--- src/hw/paired_timer_pkg.sv ---
// Constants and register map for the paired 32-bit timer block
package paired_timer_pkg;
   localparam int unsigned NUM_TIMERS = 4;
   localparam logic [11:0] CTRL_BASE = 12'h000;
   localparam logic [11:0] COUNT_BASE = 12'h010;
   localparam logic [11:0] PERIOD_BASE = 12'h020;
   localparam logic [11:0] FLAG_OFS = 12'h030;
   localparam logic [11:0] SEL_OFS = 12'h034;
   localparam int unsigned CTRL_ON = 15;
   localparam int unsigned CTRL_SIDL = 13;
   localparam int unsigned CTRL_GATE = 6;
   localparam int unsigned CTRL_PS_HI = 5;
   localparam int unsigned CTRL_PS_LO = 4;
   localparam int unsigned CTRL_T32 = 3;
   localparam int unsigned CTRL_TCS = 1;
   localparam logic [15:0] CTRL_MASK = 16'hA07A;
   localparam logic [15:0] CTRL_RESET = 16'h0000;
   localparam logic [15:0] PERIOD_RESET = 16'hFFFF;
   localparam logic [6:0] SEL_RESET = 7'h00;
   localparam logic [6:0] SEL_TIED_LOW = 7'h00;
   localparam int unsigned SEL_INPUTS = 128;
   localparam logic [7:0] PS_DIV1 = 8'h00;
   localparam logic [7:0] PS_DIV8 = 8'h07;
   localparam logic [7:0] PS_DIV64 = 8'h3F;
   localparam logic [7:0] PS_DIV256 = 8'hFF;
endpackage

--- src/hw/timer_word.sv ---
// One 16-bit timer word with prescaler, gate and external clock
`timescale 1ns/1ps
`default_nettype none
module timer_word
   import paired_timer_pkg::*;
#(
   parameter int unsigned WIDTH = 16
)
(
   input wire logic clk,
   input wire logic reset,
   input wire logic run,
   input wire logic ext_mode,
   input wire logic ext_rise,
   input wire logic gate_mode,
   input wire logic gate_level,
   input wire logic [1:0] prescale,
   input wire logic carry_in,
   input wire logic chained,
   input wire logic clear,
   input wire logic load,
   input wire logic [WIDTH-1:0] load_value,
   output logic [WIDTH-1:0] count,
   output logic tick,
   output logic rollover
);
   logic [7:0] pre_r;
   logic [7:0] pre_nxt;
   logic [WIDTH-1:0] count_r;
   logic [WIDTH-1:0] count_nxt;
   logic [7:0] limit;
   logic edge_in;

   always_comb
   begin
      unique case (prescale)
         2'd0: limit = PS_DIV1;
         2'd1: limit = PS_DIV8;
         2'd2: limit = PS_DIV64;
         2'd3: limit = PS_DIV256;
      endcase
      edge_in = run && (ext_mode ? ext_rise : (gate_mode ? gate_level : 1'b1));
      tick = 1'b0;
      pre_nxt = pre_r;
      if (!chained && edge_in)
      begin
         if (pre_r >= limit)
         begin
            pre_nxt = 8'h00;
            tick = 1'b1;
         end
         else
         begin
            pre_nxt = pre_r + 8'h01;
         end
      end
      if (chained)
      begin
         tick = carry_in;
      end
      rollover = tick && (count_r == {WIDTH{1'b1}});
      count_nxt = count_r;
      if (load)
      begin
         count_nxt = load_value;
      end
      else if (clear)
      begin
         count_nxt = '0;
      end
      else if (tick)
      begin
         count_nxt = count_r + {{(WIDTH-1){1'b0}}, 1'b1};
      end
   end

   always_ff @(posedge clk or posedge reset)
   begin
      if (reset)
      begin
         pre_r <= 8'h00;
         count_r <= '0;
      end
      else
      begin
         pre_r <= pre_nxt;
         count_r <= count_nxt;
      end
   end

   assign count = count_r;
endmodule
`default_nettype wire

--- src/hw/paired_timer_32bit.sv ---
// Top of the two timer pairs with APB register access
`timescale 1ns/1ps
`default_nettype none
module paired_timer_32bit
(
   input wire logic clk,
   input wire logic reset,
   input wire logic psel,
   input wire logic penable,
   input wire logic pwrite,
   input wire logic [11:0] paddr,
   input wire logic [31:0] pwdata,
   output logic [31:0] prdata,
   output logic pready,
   output logic pslverr,
   input wire logic [paired_timer_pkg::SEL_INPUTS-1:0] remappable_inputs,
   input wire logic [paired_timer_pkg::NUM_TIMERS-1:0] ext_clock_pins,
   input wire logic [paired_timer_pkg::NUM_TIMERS-1:0] gate_pins,
   input wire logic idle_mode,
   output logic [paired_timer_pkg::NUM_TIMERS-1:0] period_flags,
   output logic converter_trigger,
   output logic [paired_timer_pkg::NUM_TIMERS-1:0] dma_request,
   output logic [31:0] capture_time_base
);
   import paired_timer_pkg::*;

   logic [15:0] ctrl_r [NUM_TIMERS];
   logic [15:0] ctrl_nxt [NUM_TIMERS];
   logic [15:0] period_r [NUM_TIMERS];
   logic [15:0] period_nxt [NUM_TIMERS];
   logic [NUM_TIMERS-1:0] flag_r;
   logic [NUM_TIMERS-1:0] flag_nxt;
   logic [6:0] sel_r;
   logic [6:0] sel_nxt;
   logic [31:0] prdata_r;
   logic [31:0] prdata_nxt;
   logic pready_r;
   logic pready_nxt;
   logic pslverr_r;
   logic pslverr_nxt;
   logic trig_r;
   logic trig_nxt;
   logic [NUM_TIMERS-1:0] dma_r;
   logic [NUM_TIMERS-1:0] dma_nxt;
   logic [31:0] base_r;
   logic [31:0] base_nxt;
   logic [NUM_TIMERS-1:0] ext_sync1_r;
   logic [NUM_TIMERS-1:0] ext_sync2_r;
   logic [NUM_TIMERS-1:0] ext_prev_r;
   logic [NUM_TIMERS-1:0] ext_rise;
   logic [NUM_TIMERS-1:0] clk_src;
   logic [NUM_TIMERS-1:0] load;
   logic [NUM_TIMERS-1:0] clear;
   logic [NUM_TIMERS-1:0] run;
   logic [NUM_TIMERS-1:0] match;
   logic [NUM_TIMERS-1:0] tick;
   logic [NUM_TIMERS-1:0] roll;
   logic [NUM_TIMERS-1:0] ctrl_sel;
   logic [NUM_TIMERS-1:0] cnt_sel;
   logic [NUM_TIMERS-1:0] per_sel;
   logic [15:0] count [NUM_TIMERS];
   logic [1:0] pair_join;
   logic wr;
   logic rd;
   logic access;

   assign access = psel && penable && !pready_r;
   assign wr = access && pwrite;
   assign rd = access && !pwrite;

   always_comb
   begin
      clk_src = ext_clock_pins;
      clk_src[0] = (sel_r == SEL_TIED_LOW) ? 1'b0 : remappable_inputs[sel_r];
   end

   // Edge detect reads the second stage and its delayed copy ext_prev_r
   always_ff @(posedge clk or posedge reset)
   begin
      if (reset)
      begin
         ext_sync1_r <= '0;
         ext_sync2_r <= '0;
         ext_prev_r <= '0;
      end
      else
      begin
         ext_sync1_r <= clk_src;
         ext_sync2_r <= ext_sync1_r;
         ext_prev_r <= ext_sync2_r;
      end
   end
   assign ext_rise = ext_sync2_r & ~ext_prev_r;

   genvar gi;
   generate
      for (gi = 0; gi < NUM_TIMERS; gi++)
      begin : g_tmr
         localparam int unsigned LO = gi & 2;
         localparam bit HI = (gi % 2) == 1;
         logic joined;
         logic [15:0] c;
         assign joined = pair_join[gi/2];
         assign c = joined ? ctrl_r[LO] : ctrl_r[gi];
         assign run[gi] = c[CTRL_ON] && !(c[CTRL_SIDL] && idle_mode);
         assign cnt_sel[gi] = wr && (paddr == COUNT_BASE + 12'(4 * gi));
         assign load[gi] = cnt_sel[gi];
         assign clear[gi] = joined ? match[LO + 1] : match[gi];
         timer_word #(.WIDTH(16)) u_word (
            .clk(clk),
            .reset(reset),
            .run(run[gi]),
            .ext_mode(c[CTRL_TCS]),
            .ext_rise(ext_rise[LO + (joined ? 0 : gi % 2)]),
            .gate_mode(c[CTRL_GATE] && !c[CTRL_TCS]),
            .gate_level(gate_pins[LO + (joined ? 0 : gi % 2)]),
            .prescale(c[CTRL_PS_HI:CTRL_PS_LO]),
            .carry_in(HI ? roll[LO] : 1'b0),
            .chained(HI && joined),
            .clear(clear[gi]),
            .load(load[gi]),
            .load_value(pwdata[15:0]),
            .count(count[gi]),
            .tick(tick[gi]),
            .rollover(roll[gi])
         );
      end
   endgenerate

   always_comb
   begin
      for (int p = 0; p < 2; p++)
      begin
         pair_join[p] = ctrl_r[2*p][CTRL_T32];
         if (pair_join[p])
         begin
            match[2*p] = 1'b0;
            match[2*p+1] = tick[2*p] && ({count[2*p+1], count[2*p]}
               == {period_r[2*p+1], period_r[2*p]});
         end
         else
         begin
            match[2*p] = tick[2*p] && (count[2*p] == period_r[2*p]);
            match[2*p+1] = tick[2*p+1] && (count[2*p+1] == period_r[2*p+1]);
         end
      end
   end

   always_comb
   begin
      for (int i = 0; i < NUM_TIMERS; i++)
      begin
         ctrl_sel[i] = (paddr == CTRL_BASE + 12'(4 * i));
         per_sel[i] = (paddr == PERIOD_BASE + 12'(4 * i));
         ctrl_nxt[i] = ctrl_r[i];
         period_nxt[i] = period_r[i];
         if (wr && ctrl_sel[i])
         begin
            ctrl_nxt[i] = pwdata[15:0] & CTRL_MASK;
         end
         if (wr && per_sel[i])
         begin
            period_nxt[i] = pwdata[15:0];
         end
      end
      flag_nxt = flag_r;
      if (wr && paddr == FLAG_OFS)
      begin
         flag_nxt = flag_r & ~pwdata[NUM_TIMERS-1:0];
      end
      flag_nxt = flag_nxt | match;
      sel_nxt = sel_r;
      if (wr && paddr == SEL_OFS)
      begin
         sel_nxt = pwdata[6:0];
      end
      pready_nxt = access;
      pslverr_nxt = 1'b0;
      prdata_nxt = 32'h0000_0000;
      if (rd)
      begin
         for (int i = 0; i < NUM_TIMERS; i++)
         begin
            if (ctrl_sel[i])
            begin
               prdata_nxt = {16'h0000, ctrl_r[i]};
            end
            if (cnt_sel[i] || paddr == COUNT_BASE + 12'(4 * i))
            begin
               prdata_nxt = {16'h0000, count[i]};
            end
            if (per_sel[i])
            begin
               prdata_nxt = {16'h0000, period_r[i]};
            end
         end
         if (paddr == FLAG_OFS)
         begin
            prdata_nxt = {28'h000_0000, flag_r};
         end
         if (paddr == SEL_OFS)
         begin
            prdata_nxt = {25'h000_0000, sel_r};
         end
      end
      if (access && !(paddr >= CTRL_BASE && paddr <= SEL_OFS && paddr[1:0] == 2'b00))
      begin
         pslverr_nxt = 1'b1;
      end
      trig_nxt = match[1] || match[3];
      dma_nxt = match;
      base_nxt = pair_join[0] ? {count[1], count[0]} : {count[1], count[0]};
   end

   always_ff @(posedge clk or posedge reset)
   begin
      if (reset)
      begin
         for (int i = 0; i < NUM_TIMERS; i++)
         begin
            ctrl_r[i] <= CTRL_RESET;
            period_r[i] <= PERIOD_RESET;
         end
         flag_r <= '0;
         sel_r <= SEL_RESET;
         prdata_r <= 32'h0000_0000;
         pready_r <= 1'b0;
         pslverr_r <= 1'b0;
         trig_r <= 1'b0;
         dma_r <= '0;
         base_r <= 32'h0000_0000;
      end
      else
      begin
         ctrl_r <= ctrl_nxt;
         period_r <= period_nxt;
         flag_r <= flag_nxt;
         sel_r <= sel_nxt;
         prdata_r <= prdata_nxt;
         pready_r <= pready_nxt;
         pslverr_r <= pslverr_nxt;
         trig_r <= trig_nxt;
         dma_r <= dma_nxt;
         base_r <= base_nxt;
      end
   end

   assign prdata = prdata_r;
   assign pready = pready_r;
   assign pslverr = pslverr_r;
   assign period_flags = flag_r;
   assign converter_trigger = trig_r;
   assign dma_request = dma_r;
   assign capture_time_base = base_r;

   a_joined_flag_high: assert property (@(posedge clk) disable iff (reset)
      pair_join[0] && match[1] |=> flag_r[1]) else $error("joined match lost");
   a_joined_low_quiet: assert property (@(posedge clk) disable iff (reset)
      pair_join[0] |-> !match[0]) else $error("low word matched");
   a_trig_source: assert property (@(posedge clk) disable iff (reset)
      converter_trigger |-> $past(match[1] || match[3])) else $error("bad trigger");
   // Every match must land in its flag, even when software clears it in the same cycle
   a_flag_set_wins: assert property (@(posedge clk) disable iff (reset)
      match != '0 |=> (flag_r & $past(match)) == $past(match)) else $error("flag set lost");
   a_carry_high: assert property (@(posedge clk) disable iff (reset)
      pair_join[0] && roll[0] && !match[1] && !load[1]
      |=> count[1] == $past(count[1]) + 16'h0001) else $error("no carry");
   a_match_clears: assert property (@(posedge clk) disable iff (reset)
      pair_join[0] && match[1] && !load[0] && !load[1]
      |=> count[0] == 16'h0000 && count[1] == 16'h0000) else $error("no clear");
   a_sel_width: assert property (@(posedge clk) disable iff (reset)
      wr && paddr == SEL_OFS |=> sel_r == $past(pwdata[6:0])) else $error("select lost");
   a_pready_pulse: assert property (@(posedge clk) disable iff (reset)
      pready |=> !pready) else $error("pready stuck");
   a_off_stands: assert property (@(posedge clk) disable iff (reset)
      !run[0] && !load[0] && !clear[0] |=> $stable(count[0])) else $error("drift");
endmodule
`default_nettype wire

--- config.mk ---
export PLATFORM = sky130hd
export DESIGN_NAME = paired_timer_32bit
export DESIGN_NICKNAME = d
export VERILOG_FILES = /design/src/hw/paired_timer_pkg.sv /design/src/hw/timer_word.sv /design/src/hw/paired_timer_32bit.sv
export SDC_FILE = /design/constraint.sdc
export NUM_CORES = 1
export LEC_CHECK = 0
export BUFFER_PORTS_ARGS = -buffer_cell sky130_fd_sc_hd__buf_2
export CAP_MARGIN = 20
export CORE_MARGIN = 8
export CORE_UTILIZATION = 40
export DETAILED_ROUTE_END_ITERATION = 12
export GPL_TIMING_DRIVEN = 0
export HOLD_SLACK_MARGIN = 0.03
export PLACE_DENSITY = 0.74
export REMOVE_ABC_BUFFERS = 1
export SLEW_MARGIN = 20
export SYNTH_ARGS = -nofsm -noshare
export SYNTH_HDL_FRONTEND = slang
export SYNTH_SLANG_ARGS = --single-unit
--- constraint.sdc ---
create_clock -name clk -period 9.6 [get_ports clk]
set_input_delay 1.92 -clock clk [delete_from_list [all_inputs] [get_ports clk]]
set_output_delay 1.92 -clock clk [all_outputs]
set_load 0.005 [all_outputs]
==> flow_metrics.tcl, run 1 <==
set metrics [dict create \
    p_leak_nw 8.008 \
    crit_chain "buf_2, nor4_2, nand4_1, nor2_2, nand2_1, nand2_1, o21ai_0" \
    async_flop_share_pct 100.0 \
    dp.cells 2186 \
    startpoint_type "input port" \
    drc 0 \
    ctsHoldBuffers 0 \
    status "finished clean" \
    synth-compound-area-share_pct 15.56 \
    grt_pass1_wl_um 78840 \
    die_y_um 212.6 \
    via_per_inst 6.068 \
    drtIter0Drc 1408 \
    design.die.area_um2 45210 \
    hold_class "reg -> reg" \
    muxShareOfSynthArea_pct 11.89 \
    arrival_ns 4.96 \
    yosys_warnings 0 \
    vdd_drop_max_mv 0.1284 \
    regArea_um2 6739 \
    grt_antenna_before_repair 6 \
    cts_made_buffers 29 \
    synth_top_family_by_area "simple AND/OR/NAND/NOR gates" \
    crit_path_max_fanout 20 \
    setup_violations 0 \
    fin_nets 1925 \
    syn_area_per_cell_um2 10.28 \
    cts_max_level 1 \
    rr_endpoint "g_tmr[1].u_word.count[5]" \
    synthToLayoutAreaGrowth_pct 16.50 \
    fill_cells 3646 \
    ff2ff_path_depth 12 \
    p_per_area_nw_per_um2 149.8 \
    grt_max_degree 101 \
    dr.pass1.iters 10 \
    cts_setup_buffers 0 \
    port_buffers 226 \
    drv_slew 0 \
    place.gp.congestion 0.9572 \
    relSlewSlack_pct 23.85 \
    wl_um 51930 \
    clockBufferDepth 3 \
    synth_simple_gate_area_share_pct 16.48 \
    root_buffer "clkbuf_16" \
    holdPathEnd "ext_sync2_r[0]" \
    track_usage_pct 22.37 \
    finClkSkew_ns 0.02924 \
    synth_xor_area_share_pct 5.550 \
    fmax_mhz 221.2 \
    p_comb_share_pct 11.4 \
    ys_types 82 \
    power_frac_clock_pct 43.0 \
    cts-resized-gates 0 \
    min_from "ext_sync1_r[0]" \
    instances_no_fill 2241 \
    min_period_ns 4.521 \
    rows 72 \
    finalCritPeriodShare_pct 47.10 \
    place_area_um2 16990 \
    setup_tns_ns 0 \
    ys_seq_area_share_pct 43.56 \
    multiInputGateArea_um2 8269 \
    crit_slowest_cell "nor2_2" \
    worst_pin_slew_ns 1.138 \
    synth-edff-count 0 \
    seq_power_share_pct 45.6 \
    dr_total_vias 13600 \
    cts.sinks 266 \
    r2r-start "g_tmr[0].c[3]" \
    synth_cells 1505 \
    cp.buffers_inverters 1 \
    die_w_um 212.6 \
    hold_viol_final 0 \
    cpMostUsedCell "nand2_1" \
    synth.cell_area_um2 15460 \
    crit_family "simple AND/OR/NAND/NOR gates" \
    swShare_pct 27.11 \
    fin_area_um2 18020 \
    ys_seq_elements 266 \
    grt_pass1_vias 13420 \
    antenna_left 0 \
    cts.clk_slew.worst_paths_ns 0.06 \
    clock_latency_ns 0.59 \
    critPathKind "in -> reg" \
    start_util_pct 40.30 \
    p_int_mw 1.967 \
    min_path_cells 0 \
    slowest_delay_ns 0.91 \
    p_switching_mw 0.7317 \
    reg2reg_slack_ns 5.67 \
    synth_fa_ha_area_share_pct 3.236 \
    io_pins 261 \
    dpl.hpwl_um 38260 \
    core_area_um2 38380 \
    drv_cap 0 \
    synthFlopType "dfrtp_1" \
    wl_per_cell_um 23.17 \
    layout-drive-gt1-share_pct 30.37 \
    overflow 0 \
    worstPathRequired_ns 10.04 \
    rsz0062_at_grt "no" \
    cts_tree "built" \
    cp-end-kind "flop" \
]
## worst max path at each step
stage               startpoint                   endpoint  slack, ns  cells after the start
finish                paddr[9]  g_tmr[3].u_word.count[12]       5.08                      7
global route          paddr[9]  g_tmr[3].u_word.count[12]       5.03                      7
detailed placement    paddr[9]   g_tmr[2].u_word.count[8]       4.57                      7
floorplan                reset       capture_time_base[0]       0.46                      1
CTS                   paddr[9]   g_tmr[2].u_word.count[8]       5.18                      7
global placement         reset   g_tmr[3].u_word.count[5]      -2.30                      2
## state kept, by name (all words and copies together), names as in the netlist
signal and flops:
g_tmr.u_word.count 64, ext_sync1_r 4, sel_r 7, period_r 64, pslverr 1, g_tmr.c 14, ext_sync2_r 4, period_flags 4
prdata 16, ext_prev_r 4, capture_time_base 32, dma_request 4, pready 1, converter_trigger 1, ctrl_r 14, g_tmr.u_word.pre_r 32
## metrics by stage
step	total power, mW	worst slack [ns]	hold slack (ns)	util, %
final	2.699	5.079	0.3472	46.95
after global routing	2.783	5.030	0.3557	46.95
after CTS	2.703	5.175	0.3427	46.86
after detailed placement	1.546	4.571	0.3364	44.28
after global placement	1.533	-2.304	0.3352	43.94
after floorplan	1.376	0.4607	0.3312	-
## cells in the final DEF (no fill, tap or decap), types with 32 or more instances in the layout
| cell type | n |
|---|---|
| buf_2 | 226 |
| xor2_1 | 59 |
| xnor2_1 | 39 |
| dfstp_2 | 64 |
| nor2_1 | 83 |
| a22oi_1 | 32 |
| o21ai_0 | 123 |
| nand2_1 | 138 |
| inv_1 | 34 |
| a21oi_1 | 39 |
| mux2_2 | 95 |
| ha_1 | 40 |
| dfrtp_1 | 200 |
| nand3_1 | 59 |
## worst reg2reg max path: stages (launching register included)
cell     delay (ns)
dfrtp_1        0.64
mux2_2         0.41
or2_2          0.31
inv_1          0.08
ha_1           0.25
a21o_1         0.16
a31oi_1        0.13
o21a_1         0.26
nor3_4         0.15
o21ai_2        0.67
inv_2          0.21
or2_2          0.40
o21ai_0        0.18
## cell families (layout without fill, tap and decap cells)
| group | count (synthesis) | count (layout) |
|---|---|---|
| xor+xnor | 98 | 98 |
| other cells | 1 | 17 |
| flops | 266 | 266 |
| buf+inv | 119 | 321 |
| mux | 133 | 133 |
| simple gates | 485 | 485 |
| fa+ha+maj | 40 | 40 |
| compound gates | 363 | 363 |
## final cells by class
| class | instances | area share, % |
|---|---|---|
| repair buffers | 231 | 6.799 |
| well taps | 518 | 3.597 |
| clock inverters | 13 | 0.8889 |
| inverters | 36 | 0.7917 |
| diodes | 1 | 0.01389 |
| clock buffers | 41 | 4.611 |
| multi-input cells | 1135 | 45.90 |
| flip-flops and latches | 266 | 37.40 |
## cell usage after synthesis, types with 31 or more instances
library cell / instances / area [um2]
a21oi_1: 39 / 195.2
a22oi_1: 32 / 240.2
dfrtp_1: 202 / 5055
dfstp_2: 64 / 1682
ha_1: 40 / 500.5
inv_1: 35 / 131.4
mux2_2: 95 / 1070
mux4_2: 31 / 698.2
nand2_1: 138 / 518.0
nand3_1: 59 / 295.3
nor2_1: 88 / 330.3
o21ai_0: 123 / 615.6
xnor2_1: 39 / 341.6
xor2_1: 59 / 516.8
## metal layers
metal	vias up	global-route usage, %	share of wire, %
met5	-	0	0.067
met4	6	9.710	4.7
met3	165	4.791	9.4
met2	735	36.23	47
met1	6725	28.65	39
li1	5968	-	-
## power groups by stage
stage	logic, mW	clock network [mW]	registers (mW)
floorplan	0.161	0	1.22
global placement	0.286	0	1.25
detailed placement	0.298	0	1.25
CTS	0.300	1.17	1.23
global route	0.335	1.22	1.23
finish	0.308	1.16	1.23
Note: power is estimated with default switching activity, not from simulation.
==> inputs of run 2 (changes only) <==
==> constraint.sdc (replaced) <==
create_clock -name clk -period 4.1 [get_ports clk]
set_input_delay 0.82 -clock clk [delete_from_list [all_inputs] [get_ports clk]]
set_output_delay 0.82 -clock clk [all_outputs]
set_load 0.005 [all_outputs]
==> run 2 against run 1 <==
Global-route usage unchanged. Die area is the same. First-iteration DRC count rose by 4.4%. Largest cell class unchanged. Combinational power rose by 130%. Non-clock buffer count is the same. Clock power increased by 130%.
==> flow_metrics.tcl, run 2 (synthesis results as in run 1) <==
set metrics [dict create \
    dr.pass1.iters 8 \
    drv_cap 0 \
    fin_nets 1925 \
    ctsHoldBuffers 0 \
    rows 72 \
    vdd_drop_max_mv 0.2997 \
    hold_class "in -> async" \
    place.gp.congestion 0.9572 \
    finish.utilization_pct 46.97 \
    cts_max_level 1 \
    arrival_ns 4.17 \
    cp.buffers_inverters 2 \
    ff2ff_path_depth 12 \
    via_per_inst 6.053 \
    cts.sinks 266 \
    grt_max_degree 101 \
    cts_setup_buffers 0 \
    crit_slowest_cell "dfrtp_1" \
    design.die.area_um2 45210 \
    critPathKind "reg -> reg" \
    io_pins 261 \
    die_y_um 212.6 \
    grt_antenna_before_repair 6 \
    cp-end-kind "flop" \
    grt_pass1_vias 13420 \
    finalCritPeriodShare_pct 89.38 \
    p_int_mw 4.607 \
    overflow 0 \
    crit_path_max_fanout 18 \
    p_comb_share_pct 11.4 \
    seq_power_share_pct 45.6 \
    crit_chain "mux2_2, or2_2, inv_1, ha_1, a21o_1, a31oi_1, o21a_1, nor3_4, o21ai_4, inv_2, or2_2, o21ai_0" \
    clockBufferDepth 3 \
    crit_family "compound AO/OA/AOI/OAI gates" \
    start_util_pct 40.30 \
    synthToLayoutAreaGrowth_pct 16.55 \
    rr_endpoint "g_tmr[1].u_word.count[5]" \
    p_total_mw 6.321 \
    dpl.hpwl_um 38260 \
    core_area_um2 38380 \
    port_buffers 226 \
    finClkSkew_ns 0.02848 \
    cts_tree "built" \
    cpMostUsedCell "or2_2" \
    worst_pin_slew_ns 1.119 \
    root_buffer "clkbuf_16" \
    hold_viol_final 0 \
    layout-drive-gt1-share_pct 30.37 \
    r2r-start "g_tmr[0].c[3]" \
    rsz0062_at_grt "no" \
    swShare_pct 27.12 \
    dr_total_vias 13560 \
    setup_violations 0 \
    relSlewSlack_pct 25.10 \
    endpoint "g_tmr[1].u_word.count[5]" \
    reg2reg_slack_ns 0.44 \
    power_frac_clock_pct 43.0 \
    cp.depth 12 \
    fmax_mhz 272.9 \
    final_cell_mix "226 x buf_2, 200 x dfrtp_1, 138 x nand2_1" \
    critPathLaunch "g_tmr[0].c[3]" \
    startpoint_type "flop" \
    cts-resized-gates 0 \
    min_period_ns 3.664 \
    worstPathRequired_ns 4.60 \
    p_leak_nw 8.008 \
    p_switching_mw 1.714 \
    cts.clk_slew.worst_paths_ns 0.06 \
    clock_latency_ns 0.59 \
    wl_um 51800 \
    p_per_area_nw_per_um2 350.7 \
    slowest_delay_ns 0.62 \
    status "finished clean" \
    drv_slew 0 \
    drc 0 \
    wl_per_cell_um 23.11 \
    drtIter0Drc 1470 \
    cts_made_buffers 29 \
    grt_pass1_wl_um 78840 \
    layout_commonest_cell "buf_2" \
    antenna_left 0 \
    holdWs_ns 0.2538 \
    track_usage_pct 22.37 \
    die_w_um 212.6 \
]
[run 2: power by group through the flow]
stage          Combinational, mW  Clock (mW)  Sequential (mW)
2_1_floorplan              0.376           0             2.85
3_3_place_gp               0.669           0             2.92
3_5_place_dp               0.697           0             2.92
4_1_cts                    0.702        2.75             2.88
5_1_grt                    0.785        2.85             2.89
6_report                   0.719        2.72             2.88
[run 2: final cells by class]
| class | count | area, um2 |
|---|---|---|
| Inverter | 36 | 142.6 |
| Clock inverter | 13 | 160.2 |
| Clock buffer | 41 | 830.8 |
| Timing Repair Buffer | 231 | 1225 |
| Antenna cell | 1 | 2.502 |
| Sequential cell | 266 | 6739 |
| Tap cell | 518 | 648.1 |
| Fill cell | 3644 | 20350 |
| Multi-Input combinational cell | 1135 | 8277 |
[run 2: through the flow]
step / setup TNS, ns / setup WS, ns / area (um2) / instances
after floorplan: -916.46 / -3.939 / 15080 / 1437
after global placement: -1602.16 / -6.704 / 16860 / 2181
after detailed placement: 0 / 0.1076 / 16990 / 2186
after CTS: 0 / 0.06305 / 17980 / 2240
after global routing: 0 / 0.2370 / 18020 / 2241
final: 0 / 0.4355 / 18020 / 2241
[run 2: worst min path at each step]
stage                         from                        to  slack [ns]  cells past startpoint
CTS                          reset  g_tmr[0].u_word.pre_r[2]        0.27                      2
detailed placement  ext_sync1_r[3]            ext_sync2_r[3]        0.34                      0
finish                       reset  g_tmr[0].u_word.pre_r[2]        0.25                      2
floorplan           ext_sync1_r[0]            ext_sync2_r[0]        0.33                      0
global placement    ext_sync1_r[3]            ext_sync2_r[3]        0.34                      0
global route                 reset  g_tmr[0].u_word.pre_r[2]        0.30                      2
[run 2: routing by layer]
metal	track usage, %	vias to the layer above	part of all wire (%)
met4	9.710	6	4.7
li1	-	5973	-
met1	28.65	6748	39
met2	36.23	671	47
met3	4.791	166	8.9
met5	0	-	0.068
